## src/inc/fsp_pkg.sv

```systemverilog
// Package: constants and types for the flash self-programming sequencer
package fsp_pkg;

  // ****************************************
  // Address pointer layout
  // ****************************************
  localparam int PTR_BITS = 16;
  localparam int WORD_BITS = 5;
  localparam int PAGE_WORDS = 32;
  localparam int WORD_LSB = 1;
  localparam int PAGE_LSB = WORD_LSB + WORD_BITS;
  localparam int PAGE_BITS = PTR_BITS - PAGE_LSB;
  localparam int DATA_BITS = 16;

  // ****************************************
  // Command codes
  // ****************************************
  localparam logic [7:0] CMD_NONE = 8'h00;
  localparam logic [7:0] CMD_LOAD = 8'h01;
  localparam logic [7:0] CMD_ERASE = 8'h03;
  localparam logic [7:0] CMD_WRITE = 8'h05;
  localparam int RWW_REENABLE_POS = 4;
  localparam logic [7:0] CTRL_RESET = 8'h00;

  // ****************************************
  // Timing
  // ****************************************
  localparam int ARM_WINDOW = 4;
  localparam int CLK_PERIOD_PS = 8000;
  localparam longint PROG_TIME_MIN_PS = 64'd3700000000;
  localparam longint PROG_TIME_MAX_PS = 64'd4500000000;
  // Least time rounds up
  localparam int PROG_CYCLES =
    int'((PROG_TIME_MIN_PS + CLK_PERIOD_PS - 1) / CLK_PERIOD_PS);
  localparam int PROG_CYCLES_MAX = int'(PROG_TIME_MAX_PS / CLK_PERIOD_PS);

  // ****************************************
  // Types
  // ****************************************
  typedef enum logic [1:0] {
    ST_IDLE,
    ST_ERASE,
    ST_WRITE
  } fsp_state_t;

  typedef struct packed {
    logic erase;
    logic wr;
    logic [PAGE_BITS-1:0] page;
    logic [WORD_BITS-1:0] word;
    logic [DATA_BITS-1:0] data;
  } fsp_flash_cmd_t;

endpackage : fsp_pkg

```

## src/rtl/fsp_sequencer.sv

```systemverilog
// Flash self-programming sequencer: command arming, page buffer, erase/write timing
`timescale 1ns/1ps
`default_nettype none

module fsp_sequencer #(
  parameter int OP_CYCLES = fsp_pkg::PROG_CYCLES
) (
  input wire logic clk_sys_i,
  input wire logic rst_i,
  input wire logic ctrl_wr_i,
  input wire logic [7:0] ctrl_data_i,
  input wire logic spm_i,
  input wire logic [fsp_pkg::PTR_BITS-1:0] ptr_i,
  input wire logic [fsp_pkg::DATA_BITS-1:0] data_word_pair_i,
  input wire logic eeprom_write_busy_i,
  input wire logic lpm_i,
  input wire logic [fsp_pkg::DATA_BITS-1:0] flash_rd_data_i,
  output logic [7:0] self_prog_control_o,
  output logic cpu_halt_o,
  output logic fuse_read_block_o,
  output fsp_pkg::fsp_flash_cmd_t flash_cmd_o,
  output logic [fsp_pkg::PTR_BITS-2:0] flash_rd_addr_o,
  output logic [7:0] lpm_data_o,
  output logic lpm_valid_o
);

  localparam int WB = fsp_pkg::WORD_BITS;
  localparam int PB = fsp_pkg::PAGE_BITS;
  localparam int NW = fsp_pkg::PAGE_WORDS;
  localparam int TB = $clog2(OP_CYCLES + 1);

  // ****************************************
  // State
  // ****************************************
  fsp_pkg::fsp_state_t state_reg;
  fsp_pkg::fsp_state_t state_next;
  logic [7:0] cmd_reg;
  logic [2:0] win_reg;
  logic [TB-1:0] timer_reg;
  logic [PB-1:0] page_reg;
  logic [WB:0] stream_reg;
  logic [NW-1:0] valid_reg;
  logic [fsp_pkg::DATA_BITS-1:0] buf_reg [NW];
  logic ee_busy_d_reg;
  fsp_pkg::fsp_flash_cmd_t flash_cmd_reg;
  logic [fsp_pkg::PTR_BITS-2:0] rd_addr_reg;
  logic rd_sel_reg;
  logic rd_pend_reg;
  logic [7:0] lpm_data_reg;
  logic lpm_valid_reg;

  // ****************************************
  // Decode
  // ****************************************
  wire idle_w = (state_reg == fsp_pkg::ST_IDLE);
  // Control writes are locked out while the EEPROM writes
  wire ctrl_take_w = ctrl_wr_i && !eeprom_write_busy_i && idle_w;
  wire armed_w = (cmd_reg != fsp_pkg::CMD_NONE) && (win_reg < 3'(fsp_pkg::ARM_WINDOW));
  wire spm_take_w = spm_i && armed_w && idle_w && !ctrl_wr_i;
  wire do_load_w = spm_take_w && (cmd_reg == fsp_pkg::CMD_LOAD);
  wire do_erase_w = spm_take_w && (cmd_reg == fsp_pkg::CMD_ERASE);
  wire do_write_w = spm_take_w && (cmd_reg == fsp_pkg::CMD_WRITE);
  wire [WB-1:0] word_idx_w = ptr_i[fsp_pkg::PAGE_LSB-1:fsp_pkg::WORD_LSB];
  wire [PB-1:0] page_idx_w = ptr_i[fsp_pkg::PTR_BITS-1:fsp_pkg::PAGE_LSB];
  wire rww_clear_w = ctrl_take_w && ctrl_data_i[fsp_pkg::RWW_REENABLE_POS];
  wire op_done_w = !idle_w && (timer_reg == TB'(OP_CYCLES - 1));
  wire write_done_w = op_done_w && (state_reg == fsp_pkg::ST_WRITE);
  // Loading is in progress once any word sits in the buffer
  wire ee_discard_w = eeprom_write_busy_i && !ee_busy_d_reg && (|valid_reg);
  wire buf_clear_w = write_done_w || rww_clear_w || ee_discard_w;
  wire stream_on_w = (state_reg == fsp_pkg::ST_WRITE) && !stream_reg[WB];
  wire [WB-1:0] stream_idx_w = stream_reg[WB-1:0];

  // ****************************************
  // Sequencer
  // ****************************************
  always_comb begin
    state_next = state_reg;
    case (state_reg)
      fsp_pkg::ST_IDLE: begin
        if (do_erase_w) begin
          state_next = fsp_pkg::ST_ERASE;
        end else if (do_write_w) begin
          state_next = fsp_pkg::ST_WRITE;
        end
      end
      fsp_pkg::ST_ERASE,
      fsp_pkg::ST_WRITE: begin
        if (op_done_w) begin
          state_next = fsp_pkg::ST_IDLE;
        end
      end
      default: state_next = fsp_pkg::ST_IDLE;
    endcase
  end

  always_ff @(posedge clk_sys_i) begin
    if (rst_i) begin
      state_reg <= fsp_pkg::ST_IDLE;
      timer_reg <= '0;
      page_reg <= '0;
      stream_reg <= '0;
    end else begin
      state_reg <= state_next;
      if (idle_w) begin
        timer_reg <= '0;
        stream_reg <= '0;
      end else begin
        timer_reg <= timer_reg + TB'(1);
        if (stream_on_w) begin
          stream_reg <= stream_reg + (WB+1)'(1);
        end
      end
      if (do_erase_w || do_write_w) begin
        page_reg <= page_idx_w;
      end
    end
  end

  // ****************************************
  // Command arming
  // ****************************************
  // Bit 0 reads back until the command runs or the window runs out
  always_ff @(posedge clk_sys_i) begin
    if (rst_i) begin
      cmd_reg <= fsp_pkg::CTRL_RESET;
      win_reg <= '0;
    end else if (ctrl_take_w) begin
      cmd_reg <= ctrl_data_i;
      win_reg <= '0;
    end else if (spm_take_w || (cmd_reg != fsp_pkg::CMD_NONE &&
                 win_reg == 3'(fsp_pkg::ARM_WINDOW - 1))) begin
      cmd_reg <= fsp_pkg::CMD_NONE;
      win_reg <= '0;
    end else if (cmd_reg != fsp_pkg::CMD_NONE) begin
      win_reg <= win_reg + 3'd1;
    end
  end

  // ****************************************
  // Temporary page buffer
  // ****************************************
  // Erase leaves the buffer alone, so either fill order works
  always_ff @(posedge clk_sys_i) begin
    if (rst_i) begin
      valid_reg <= '0;
      ee_busy_d_reg <= 1'b0;
    end else begin
      ee_busy_d_reg <= eeprom_write_busy_i;
      if (buf_clear_w) begin
        valid_reg <= '0;
      end else if (do_load_w) begin
        valid_reg[word_idx_w] <= 1'b1;
      end
    end
  end

  // Words are stored at any index; unloaded words read as erased
  genvar gi;
  generate
    for (gi = 0; gi < NW; gi++) begin : g_buf
      always_ff @(posedge clk_sys_i) begin
        if (rst_i) begin
          buf_reg[gi] <= '1;
        end else if (buf_clear_w) begin
          buf_reg[gi] <= '1;
        end else if (do_load_w && word_idx_w == WB'(gi)) begin
          buf_reg[gi] <= data_word_pair_i;
        end
      end
    end
  endgenerate

  // ****************************************
  // Flash macro port
  // ****************************************
  always_ff @(posedge clk_sys_i) begin
    if (rst_i) begin
      flash_cmd_reg <= '0;
    end else begin
      flash_cmd_reg.erase <= do_erase_w;
      flash_cmd_reg.wr <= stream_on_w;
      flash_cmd_reg.page <= do_erase_w ? page_idx_w : page_reg;
      flash_cmd_reg.word <= stream_idx_w;
      flash_cmd_reg.data <= buf_reg[stream_idx_w];
    end
  end

  // ****************************************
  // Byte reads of program memory
  // ****************************************
  // One cycle for the macro to answer, one to pick the byte
  always_ff @(posedge clk_sys_i) begin
    if (rst_i) begin
      rd_addr_reg <= '0;
      rd_sel_reg <= 1'b0;
      rd_pend_reg <= 1'b0;
      lpm_data_reg <= '0;
      lpm_valid_reg <= 1'b0;
    end else begin
      rd_pend_reg <= lpm_i;
      lpm_valid_reg <= rd_pend_reg;
      if (lpm_i) begin
        rd_addr_reg <= ptr_i[fsp_pkg::PTR_BITS-1:1];
        rd_sel_reg <= ptr_i[0];
      end
      if (rd_pend_reg) begin
        lpm_data_reg <= rd_sel_reg ? flash_rd_data_i[15:8] : flash_rd_data_i[7:0];
      end
    end
  end

  // ****************************************
  // Outputs
  // ****************************************
  assign self_prog_control_o = cmd_reg;
  assign cpu_halt_o = !idle_w;
  assign fuse_read_block_o = eeprom_write_busy_i;
  assign flash_cmd_o = flash_cmd_reg;
  assign flash_rd_addr_o = rd_addr_reg;
  assign lpm_data_o = lpm_data_reg;
  assign lpm_valid_o = lpm_valid_reg;

  // Halt span counted apart from the sequencer's own timer
  logic [TB-1:0] halt_cnt_reg;
  always_ff @(posedge clk_sys_i) begin
    if (rst_i || !cpu_halt_o) begin
      halt_cnt_reg <= '0;
    end else begin
      halt_cnt_reg <= halt_cnt_reg + TB'(1);
    end
  end
endmodule : fsp_sequencer

`default_nettype wire
```

## config.mk

```make
export PLATFORM = sky130hd
export DESIGN_NAME = fsp_sequencer
export DESIGN_NICKNAME = d
export VERILOG_FILES = /design/src/inc/fsp_pkg.sv /design/src/rtl/fsp_sequencer.sv
export SDC_FILE = /design/constraint.sdc
export NUM_CORES = 1
export LEC_CHECK = 0
export ABC_AREA = 1
export BUFFER_PORTS_ARGS = -buffer_cell sky130_fd_sc_hd__buf_2
export CELL_PAD_IN_SITES_DETAIL_PLACEMENT = 1
export CELL_PAD_IN_SITES_GLOBAL_PLACEMENT = 2
export CORE_MARGIN = 2
export CORE_UTILIZATION = 43
export DETAILED_ROUTE_END_ITERATION = 8
export MAX_ROUTING_LAYER = met4
export PLACE_DENSITY_LB_ADDON = 0.1
export REMOVE_ABC_BUFFERS = 1
export SYNTH_ARGS = -nofsm -noshare
export SYNTH_HDL_FRONTEND = slang
export SYNTH_SLANG_ARGS = --single-unit
```

## constraint.sdc

```tcl
create_clock -name clk_sys_i -period 6.8 [get_ports clk_sys_i]
set_input_delay 0 -clock clk_sys_i [delete_from_list [all_inputs] [get_ports clk_sys_i]]
set_output_delay 0 -clock clk_sys_i [all_outputs]
set_load 0.005 [all_outputs]
```

==> results of run 1 <==
[metrics by stage]
| stage | worst slack (ns) | instances | hold WS [ns] | util | total power, mW |
|---|---|---|---|---|---|
| finish | 3.320 | 4187 | 0.01339 | 0.4924 | 8.747 |
| global route | 3.039 | 4187 | 0.05055 | 0.4924 | 8.989 |
| CTS | 3.328 | 4187 | 0.02147 | 0.4923 | 8.817 |
| detailed placement | 3.356 | 4004 | 0.2059 | 0.4512 | 4.927 |
| global placement | 3.449 | 4004 | 0.1975 | 0.4512 | 4.913 |
| floorplan | -20.34 | 2876 | 0 | - | 4.694 |
[layer usage]
layer	global-route usage	wire, µm	vias to the layer above
met5	-	0	-
met4	0.08274	2505	0
met3	0.04298	5374	144
met2	0.4640	47610	611
met1	0.3470	40670	11838
li1	-	-	10977
[worst max-delay path by stage]
stage,endpoint,depth (start not counted),startpoint
after floorplan,buf_reg[0][0]$_SDFFCE_PN1P_,8,valid_reg[20]$_SDFFE_PP0N_
after global placement,buf_reg[3][0]$_SDFFCE_PN1P_,11,state_reg[0]$_SDFFE_PP0P_
after detailed placement,buf_reg[3][8]$_SDFFCE_PN1P_,11,state_reg[1]$_SDFFE_PP0P_
after CTS,buf_reg[3][7]$_SDFFCE_PN1P_,11,state_reg[1]$_SDFFE_PP0P_
after global routing,buf_reg[5][4]$_SDFFCE_PN1P_,11,state_reg[0]$_SDFFE_PP0P_
final,buf_reg[4][4]$_SDFFCE_PN1P_,12,state_reg[1]$_SDFFE_PP0P_
[power groups by stage]
stage               Sequential [mW]  Combinational, mW  Clock (mW)
floorplan                      4.45              0.246           0
global placement               4.42              0.489           0
detailed placement             4.42              0.502           0
CTS                            4.34              0.525        3.95
global route                   4.34              0.567        4.08
finish                         4.34              0.524        3.88
[synthesized netlist by cell type]
cell      count  area, µm²
o21a_1        1      7.510
nand3_1     578       2893
nor2_8        1      20.02
ha_1          6      75.07
buf_2        66      330.3
o21ai_0     410       2052
buf_4         4      30.03
nor4_1        2      12.51
nor2_1      562       2110
o21bai_1     14      105.1
nor3_1        9      45.04
o221ai_1      1      8.760
nand4_1       9      56.30
clkbuf_1    157      589.3
edfxtp_1    512      15370
xnor2_1       1      8.760
nand3_4       8      140.1
inv_2         2      7.510
a211oi_1      2      15.01
dfxtp_1     140       2803
a31oi_1       1      6.260
buf_1        12      45.04
o211ai_1     60      450.4
nand2_2       2      12.51
inv_1       150      563.0
nand2_1     301       1130
nand3_2       6      60.06
nor3_2        1      10.01
nor2_4       32      360.4
clkinv_1      8      30.03
buf_6        30      337.8
or2_2         2      12.51
nor3b_2       1      12.51
nor2_2        2      12.51
a21oi_1      52      260.3
[worst max-delay path, cell delays in order (launching register included)]
cell and delay, ns:
dfxtp_1 0.33, inv_1 0.06, ha_1 0.24, inv_2 0.12, nor3_2 0.07, nand2_1 0.06
nand2_1 0.05, inv_1 0.04, nand2_1 0.13, nor2_4 0.75, buf_4 0.90, o21ai_1 0.16
buf_4 0.26
[placed cells by master, fill, tap and decap left out, types with 60 or more instances in the layout]
| cell | synthesis | final |
|---|---|---|
| nand2_1 | 301 | 301 |
| nor2_1 | 562 | 560 |
| dfxtp_1 | 140 | 138 |
| nand3_1 | 578 | 578 |
| buf_2 | 66 | 128 |
| o21ai_0 | 410 | 378 |
| clkbuf_16 | 0 | 77 |
| inv_1 | 150 | 149 |
| o211ai_1 | 60 | 60 |
| edfxtp_1 | 512 | 512 |
| buf_4 | 4 | 65 |
[kinds of logic (layout without fill, tap and decap cells)]
kind of cell / after synthesis / after routing
AOI/OAI and AO/OA: 541 / 541
and+or+nand+nor: 1516 / 1516
DFF: 652 / 652
adders and majority gates: 6 / 6
buffers and inverters: 429 / 540
xor gates and xnor gates: 1 / 1
[area by class of cell]
type	count	area (µm²)
Inverter	160	605.6
Timing Repair Buffer	248	1719
Fill cell	7714	34930
Clock buffer	111	2145
Multi-Input combinational cell	2064	9902
Tap cell	931	1165
Clock inverter	21	171.4
Sequential cell	652	18180
[what timing repair did]
action / 4_1_cts / 5_1_grt
hold buffers: 51 / 0
setup endpoints to repair: 0 / 0
endpoints found under the hold margin: 78 / 0
==> impl_metrics.csv, run 1 <==
group,metric,value,unit
status,status,"finished, final reports clean",
detailed_routing,routed_wirelength,96160,µm
timing,period_needed,3.480,ns
placed_design,place_area,31050,µm²
power_and_ir_drop,power_switching_share,0.2353,
logic_synthesis,yosys.area_share.simple,0.2297,
clocking,cts-buffers-inserted,73,
global_route,grt_start_max_net_pins,195,
logic_synthesis,yosys.area_share.adder,0.002504,
logic_synthesis,ys_seq_area_frac,0.6062,
timing,slew_violations,0,
power_and_ir_drop,ir_drop,161.6,µV
logic_synthesis,synth.avg_cell_area,9.535,µm²
setup_path,r2r_slack,3.32,ns
detailed_routing,vias,23570,
timing,rsz0062_at_grt,"no",
detailed_routing,drt_iter0_drc,1942,
setup_path,crit_type,"reg -> reg",
logic_synthesis,synth_top_family_by_area,"simple AND/OR/NAND/NOR gates",
clocking,clockRootBuffer,"clkbuf_16",
global_route,grt_pass1_wl,146000,µm
global_route,antenna_found_initial,1,
setup_path,critPathMaxFanout,94,
floorplan,rows,96,
detailed_routing,vias_per_cell,5.629,
placed_design,dp_hpwl,58250,µm
timing,tightest_slew,1.125,ns
floorplan,fp.dieArea,71860,µm²
clocking,cts_tree,"done",
min_path,hp-class,"in -> reg",
cells_and_area,synthToLayoutAreaGrowth,13.03,%
setup_path,setup.worst_path.end_class,"register",
setup_path,crit_required,7.15,ns
floorplan,die-width,268.1,µm
logic_synthesis,yosysWarnings,0,
cells_and_area,nets,3267,
setup_path,ff2ff_path_depth,12,
power_and_ir_drop,clockPowerShare,0.444,
power_and_ir_drop,seqPwrFrac,0.496,
power_and_ir_drop,power_frac_comb,0.060,
power_and_ir_drop,power_density,258.1,nW/µm²
power_and_ir_drop,p_leak,9.905,nW
detailed_routing,drc,0,
placed_design,portBuffers,128,
floorplan,fp.dieH,268.1,µm
logic_synthesis,synth_mux_area_frac,0,
clocking,clk_latency,0.62,ns
logic_synthesis,synth_area,29990,µm²
logic_synthesis,syn-instance-count,3145,
logic_synthesis,synth-compound-area-share,0.09689,
setup_path,worstPathArrival,3.83,ns
timing,setup_violations,0,
detailed_routing,dr.pass1.iters,5,
global_route,grt_pass1_vias,24148,
logic_synthesis,synthXorXnorAreaFrac,0.0002921,
setup_path,r2r-end,"buf_reg[4][4]$_SDFFCE_PN1P_",
clocking,clk_pin_slew,0.06,ns
timing,timing_hold_violations_final,0,
placed_design,gp_congestion,0.8160,
clocking,postCtsSetupBuffers,0,
setup_path,cp-start-kind,"register",
clocking,cts_resized,0,
power_and_ir_drop,p_sw,2.058,mW
setup_path,r2r_start,"state_reg[1]$_SDFFE_PP0P_",
timing,fmax,0.2874,GHz
power_and_ir_drop,internal-power,6.689,mW
min_path,min_to,"buf_reg[25][3]$_SDFFCE_PN1P_",
cells_and_area,finalInstanceArea,33890,µm²
min_path,hold_depth,4,
min_path,worstHoldStart,"data_word_pair_i[3]",
cells_and_area,largest_reg_flops,512,
clocking,clock-sinks,652,
timing,fin_crit_sh,0.5118,
detailed_routing,ant_nets,0,
cells_and_area,final_layout_size_suffix_gt1_frac,0.1115,
logic_synthesis,synth_seq_cells,652,
timing,finalClockSkew,0.02617,ns
floorplan,io_pins,129,
global_route,grt_overflow_total,0,
timing,slew_headroom,0.2430,
floorplan,initial_core_util,0.4357,
timing,setup_tns,0,ns
global_route,grt_usage,0.2770,
job,drv_cap,0,
cells_and_area,n_antenna_cell,0,
detailed_routing,wl_per_cell,22.97,µm
floorplan,core,68830,µm²
clocking,clockBufferDepth,3,
clocking,h-tree-depth,3,
logic_synthesis,yosysUniqueCellTypes,35,
(Power assumes the default switching activity.)
==> run 2, diff against run 1 <==
--- a/config.mk
+++ b/config.mk
@@ -10,7 +10,7 @@
 export CELL_PAD_IN_SITES_DETAIL_PLACEMENT = 1
 export CELL_PAD_IN_SITES_GLOBAL_PLACEMENT = 2
 export CORE_MARGIN = 2
-export CORE_UTILIZATION = 43
+export CORE_UTILIZATION = 36
 export DETAILED_ROUTE_END_ITERATION = 8
 export MAX_ROUTING_LAYER = met4
 export PLACE_DENSITY_LB_ADDON = 0.1
==> constraint.sdc (replaced) <==
create_clock -name clk_sys_i -period 3.2 [get_ports clk_sys_i]
set_input_delay 0 -clock clk_sys_i [delete_from_list [all_inputs] [get_ports clk_sys_i]]
set_output_delay 0 -clock clk_sys_i [all_outputs]
set_load 0.005 [all_outputs]
==> run 2 against run 1 <==
Net effect: routed wire length is 3.3% higher; clock-buffer cell count is 2 lower; cell area is 1.7% higher; first-iteration DRC count is 28% lower; worst hold slack better by 0.014 ns; utilization is 7.3 points lower; global-route usage is 3.9 points lower; critical endpoint is now buf_reg[16][12]$_SDFFCE_PN1P_.
==> impl_metrics.csv, run 2 (synthesis results as in run 1) <==
group,metric,value,unit
status,status,"finished, final reports clean",
setup_path,cp_top_family,"buffers and inverters",
clocking,clk_pin_slew,0.06,ns
setup_path,cp-start-kind,"register",
power_and_ir_drop,p_leak,10.13,nW
global_route,grt_start_max_net_pins,126,
timing,setup_violations,0,
timing,finalClockSkew,0.02214,ns
detailed_routing,routed_wirelength,99330,µm
placed_design,place_area,31540,µm²
cells_and_area,final_util,0.4190,
global_route,antenna_found_initial,3,
power_and_ir_drop,power,18.85,mW
cells_and_area,synthToLayoutAreaGrowth,14.93,%
floorplan,fp.dieArea,85620,µm²
global_route,grt_pass1_wl,151100,µm
global_route,grt_pass1_vias,24153,
floorplan,fp.dieH,292.6,µm
placed_design,gp_congestion,0.8323,
setup_path,cpMostUsedCell,"nand2_1",
timing,rsz0062_at_grt,"no",
placed_design,portBuffers,128,
clocking,clock-sinks,652,
detailed_routing,dr.pass1.iters,5,
cells_and_area,final_cell_mix,"nand3_1, nor2_1, edfxtp_1",
global_route,grt_usage,0.2381,
floorplan,rows,105,
timing,timing_hold_violations_final,0,
cells_and_area,finalInstanceArea,34460,µm²
cells_and_area,final_layout_size_suffix_gt1_frac,0.1213,
timing,tightest_slew,1.005,ns
timing,fmax,0.3638,GHz
cells_and_area,layout_commonest_cell,"nand3_1",
detailed_routing,vias_per_cell,5.430,
timing,holdWs,0.02692,ns
min_path,hp-class,"in -> reg",
detailed_routing,ant_nets,0,
floorplan,core,82240,µm²
power_and_ir_drop,ir_drop,359.1,µV
floorplan,io_pins,129,
placed_design,dp_hpwl,62320,µm
setup_path,critPathMaxStageDelay,0.45,ns
detailed_routing,vias,23731,
setup_path,crit_chain,"inv_1 -> ha_1 -> inv_2 -> nor3_2 -> nand2_1 -> nand2_1 -> inv_1 -> nand2_1 -> nor2_4 -> buf_4 -> buf_4 -> nand3_1",
setup_path,critPathMaxFanout,42,
global_route,grt_overflow_total,0,
cells_and_area,largest_reg_flops,512,
detailed_routing,wl_per_cell,22.73,µm
timing,period_needed,2.749,ns
clocking,cts-buffers-inserted,76,
timing,fin_crit_sh,0.8589,
power_and_ir_drop,power_density,547.1,nW/µm²
timing,slew_headroom,0.3290,
setup_path,critPathBufInv,5,
clocking,cts_tree,"done",
job,drv_cap,0,
setup_path,crit_required,3.52,ns
setup_path,worstPathArrival,3.07,ns
setup_path,critPathSlowestCell,"buf_4",
clocking,clockRootBuffer,"clkbuf_16",
timing,setup_tns,0,ns
clocking,h-tree-depth,3,
clocking,clk_latency,0.62,ns
clocking,clockBufferDepth,3,
cells_and_area,nets,3306,
floorplan,initial_core_util,0.3646,
detailed_routing,drc,0,
floorplan,die-width,292.6,µm
setup_path,crit_type,"reg -> reg",
detailed_routing,drt_iter0_drc,1390,
setup_path,setup.worst_path.end_class,"register",
timing,slew_violations,0,
## run 2: final cells by class
cell class / instances / area (µm²)
clock buffers: 109 / 2213
clock inverters: 29 / 186.4
well taps: 1070 / 1339
inverters: 160 / 605.6
diodes: 2 / 5.005
fillers: 9282 / 47780
flip-flops and latches: 652 / 18180
repair buffers: 284 / 2042
multi-input cells: 2064 / 9886
## run 2: path summary, 6_finish.rpt
path / slack [ns] / cells after the start / to / start
hold / removal: 0.03 / 7 / state_reg[1]$_SDFFE_PP0P_ / spm_i
setup reg to reg: 0.45 / 12 / buf_reg[16][12]$_SDFFCE_PN1P_ / state_reg[0]$_SDFFE_PP0P_
hold reg to reg: 0.46 / 1 / timer_reg[0]$_SDFF_PP0_ / timer_reg[0]$_SDFF_PP0_
setup / recovery: 0.45 / 12 / buf_reg[16][12]$_SDFFCE_PN1P_ / state_reg[0]$_SDFFE_PP0P_
## run 2: routing by layer
metal  global-route usage  vias to the layer above  wire, µm
li1                     -                    11052         -
met1               0.3222                    11999     45050
met2               0.3765                      566     46880
met3              0.03536                      114      5407
met4              0.05954                        0      1997
met5                    -                        -         0
## run 2: repair_timing
item / in CTS / in global routing
hold buffers: 52 / 0
hold endpoints to repair: 80 / 0
gates resized for setup: 0 / 0
buffers inserted: 0 / 0
## run 2: worst register-to-register path, cell delays in order (launching register included)
cell and delay, ns:
dfxtp_1 0.31, inv_1 0.06, ha_1 0.26, inv_2 0.12
nor3_2 0.07, nand2_1 0.06, nand2_1 0.05, inv_1 0.05
nand2_1 0.10, nor2_4 0.37, buf_4 0.39, buf_4 0.46
nand3_1 0.16
## run 2: where the power goes
part	internal [mW]	switching (mW)	leakage (nW)
logic	0.272	0.900	4.28
clock network	4.96	3.52	1.18
registers	9.18	0.0350	4.67
## run 2: per-stage QoR
step | instances | setup WS [ns]
finish | 4370 | 0.4514
global placement | 4178 | 0.4577
CTS | 4368 | 0.3842
global route | 4370 | 0.2243
floorplan | 2876 | -23.94
detailed placement | 4178 | 0.3927
==> run 3, diff against run 2 <==
--- a/config.mk
+++ b/config.mk
@@ -14,7 +14,6 @@
 export DETAILED_ROUTE_END_ITERATION = 8
 export MAX_ROUTING_LAYER = met4
 export PLACE_DENSITY_LB_ADDON = 0.1
-export REMOVE_ABC_BUFFERS = 1
 export SYNTH_ARGS = -nofsm -noshare
 export SYNTH_HDL_FRONTEND = slang
 export SYNTH_SLANG_ARGS = --single-unit
==> run 3 against run 2 <==
Net effect: flip-flop and latch count is the same; total power is essentially flat; cell area grew 0.13%; largest cell class unchanged; largest power group unchanged.
==> impl_metrics.csv, run 3 (synthesis results as in run 1) <==
group,metric,value,unit
cells_and_area,multiInputGateArea,9888,µm²
timing,slew_violations,0,
timing,fin_crit_sh,0.8703,
floorplan,io_pins,129,
power_and_ir_drop,p_leak,10.15,nW
power_and_ir_drop,ir_drop,414.6,µV
logic_synthesis,syn_nets,3213,
detailed_routing,ant_nets,0,
cells_and_area,largest_reg_flops,512,
clocking,clock-sinks,652,
setup_path,worstPathArrival,3.12,ns
job,drv_cap,0,
timing,finalClockSkew,0.01785,ns
global_route,antenna_found_initial,1,
power_and_ir_drop,p_sw,4.407,mW
placed_design,dp_hpwl,61720,µm
floorplan,fp.dieArea,85620,µm²
timing,timing_hold_violations_final,0,
setup_path,critPathMaxFanout,57,
clocking,ctsHoldBuffers,55,
setup_path,cpMostUsedCell,"nand2_1",
detailed_routing,wl_per_cell,22.35,µm
status,status,"finished, final reports clean",
timing,fmax,0.3591,GHz
floorplan,core,82240,µm²
power_and_ir_drop,internal-power,14.44,mW
cells_and_area,nets,3317,
cells_and_area,fillers,9293,
clocking,clk_latency,0.62,ns
timing,fin_ws,0.4150,ns
setup_path,cp-start-kind,"register",
floorplan,fp.dieH,292.6,µm
timing,rsz0062_at_grt,"no",
floorplan,die-width,292.6,µm
floorplan,initial_core_util,0.3646,
timing,tightest_slew,1.048,ns
clocking,cts_resized,0,
timing,setup_violations,0,
clocking,postCtsSetupBuffers,0,
detailed_routing,drc,0,
power_and_ir_drop,seqPwrFrac,0.488,
global_route,grt_overflow_total,0,
placed_design,pre_cts_slack,0.4110,ns
detailed_routing,routed_wirelength,97760,µm
clocking,cts_tree,"done",
clocking,clockRootBuffer,"clkbuf_16",
setup_path,crit_required,3.53,ns
global_route,grt_usage,0.2347,
cells_and_area,layout_commonest_cell,"nand3_1",
power_and_ir_drop,power_switching_share,0.2339,
clocking,clockBufferDepth,3,
power_and_ir_drop,clockPowerShare,0.449,
cells_and_area,ff_latch_area,18180,µm²
floorplan,rows,105,
global_route,grt_pass1_wl,148900,µm
power_and_ir_drop,power_frac_comb,0.063,
cells_and_area,final_layout_size_suffix_gt1_frac,0.1205,
clocking,h-tree-depth,3,
global_route,grt_start_max_net_pins,164,
timing,slew_headroom,0.3007,
detailed_routing,drt_iter0_drc,1547,
setup_path,crit_type,"reg -> reg",
global_route,grt_pass1_vias,24806,
detailed_routing,vias,23712,
power_and_ir_drop,power_density,546.1,nW/µm²
placed_design,gp_congestion,0.8094,
detailed_routing,dr.pass1.iters,5,
clocking,cts-buffers-inserted,76,
setup_path,critPathMaxStageDelay,0.46,ns
cells_and_area,synthToLayoutAreaGrowth,15.08,%
cells_and_area,final_cell_mix,"nand3_1, nor2_1, edfxtp_1",
detailed_routing,vias_per_cell,5.420,
placed_design,portBuffers,128,
setup_path,critPathSlowestCell,"nor2_4",
setup_path,setup.worst_path.end_class,"register",
min_path,hp-class,"in -> reg",
setup_path,crit_chain,"inv_1 -> ha_1 -> inv_2 -> nor3_2 -> nand2_1 -> nand2_1 -> inv_1 -> nand2_1 -> nor2_4 -> buf_12 -> buf_4 -> nand3_1",
clocking,clk_pin_slew,0.06,ns
timing,period_needed,2.785,ns
timing,setup_tns,0,ns
[run 3: changes by cell type in the layout (fill, tap and decap cells not counted), moves of 2 or more]
cell	delta
dlygate4sd3_1	+3
buf_4	+8
inv_1	+2
clkbuf_1	+14
clkbuf_8	-4
bufinv_16	+2
clkbuf_4	-3
clkinvlp_4	-3
clkinv_1	-10
clkinv_2	-5
[run 3: final cells by class]
cell class | instances | share of cell area
sequential | 652 | 0.5270
multi-input combinational | 2064 | 0.2866
clock buffer | 116 | 0.06284
timing repair buffer | 295 | 0.06179
tap | 1070 | 0.03880
inverter | 160 | 0.01755
clock inverter | 17 | 0.005403
antenna | 1 | 0.00007252
[run 3: metrics by stage]
stage / util / hold slack, ns / area (µm²) / power, mW / std cells
4_1_cts: 0.4196 / 0.002804 / 34500 / 19.04 / 4374
5_1_grt: 0.4196 / 0.04842 / 34500 / 19.41 / 4374
6_report: 0.4196 / 0.03052 / 34510 / 18.84 / 4375
3_3_place_gp: 0.3842 / 0.2013 / 31600 / 10.49 / 4186
2_1_floorplan: - / 0.08082 / 29990 / 10.00 / 3145
3_5_place_dp: 0.3842 / 0.2053 / 31600 / 10.52 / 4186
[run 3: final timing paths]
check                            startpoint                       endpoint  slack, ns  depth (start not counted)
setup reg to reg  state_reg[0]$_SDFFE_PP0P_  buf_reg[15][14]$_SDFFCE_PN1P_       0.42                         12
hold / removal                        spm_i      state_reg[1]$_SDFFE_PP0P_       0.03                          7
setup / recovery  state_reg[0]$_SDFFE_PP0P_  buf_reg[15][14]$_SDFFCE_PN1P_       0.42                         12
hold reg to reg     timer_reg[0]$_SDFF_PP0_        timer_reg[0]$_SDFF_PP0_       0.47                          1
[run 3: worst max-delay path, delay by kind of cell, from the launching register on]
family | cells | cell delay, ns
AND/OR/NAND/NOR | 6 | 0.95
buffers and inverters | 5 | 0.92
adder cells (fa/ha/maj) | 1 | 0.26
flip-flops | 1 | 0.30
[run 3: metal layers]
metal / wire [µm] / global-route usage / vias up
met2: 49480 / 0.4043 / 416
met1: 42330 / 0.2924 / 12084
li1: - / - / 11068
met5: 0 / - / -
met4: 2574 / 0.06404 / 0
met3: 3373 / 0.02701 / 144
[run 3: power by group through the flow]
stage | Sequential [mW] | Clock [mW] | Combinational [mW]
5_1_grt | 9.21 | 8.92 | 1.28
4_1_cts | 9.20 | 8.65 | 1.19
3_5_place_dp | 9.38 | 0 | 1.14
3_3_place_gp | 9.38 | 0 | 1.11
6_report | 9.20 | 8.46 | 1.18
2_1_floorplan | 9.40 | 0 | 0.603
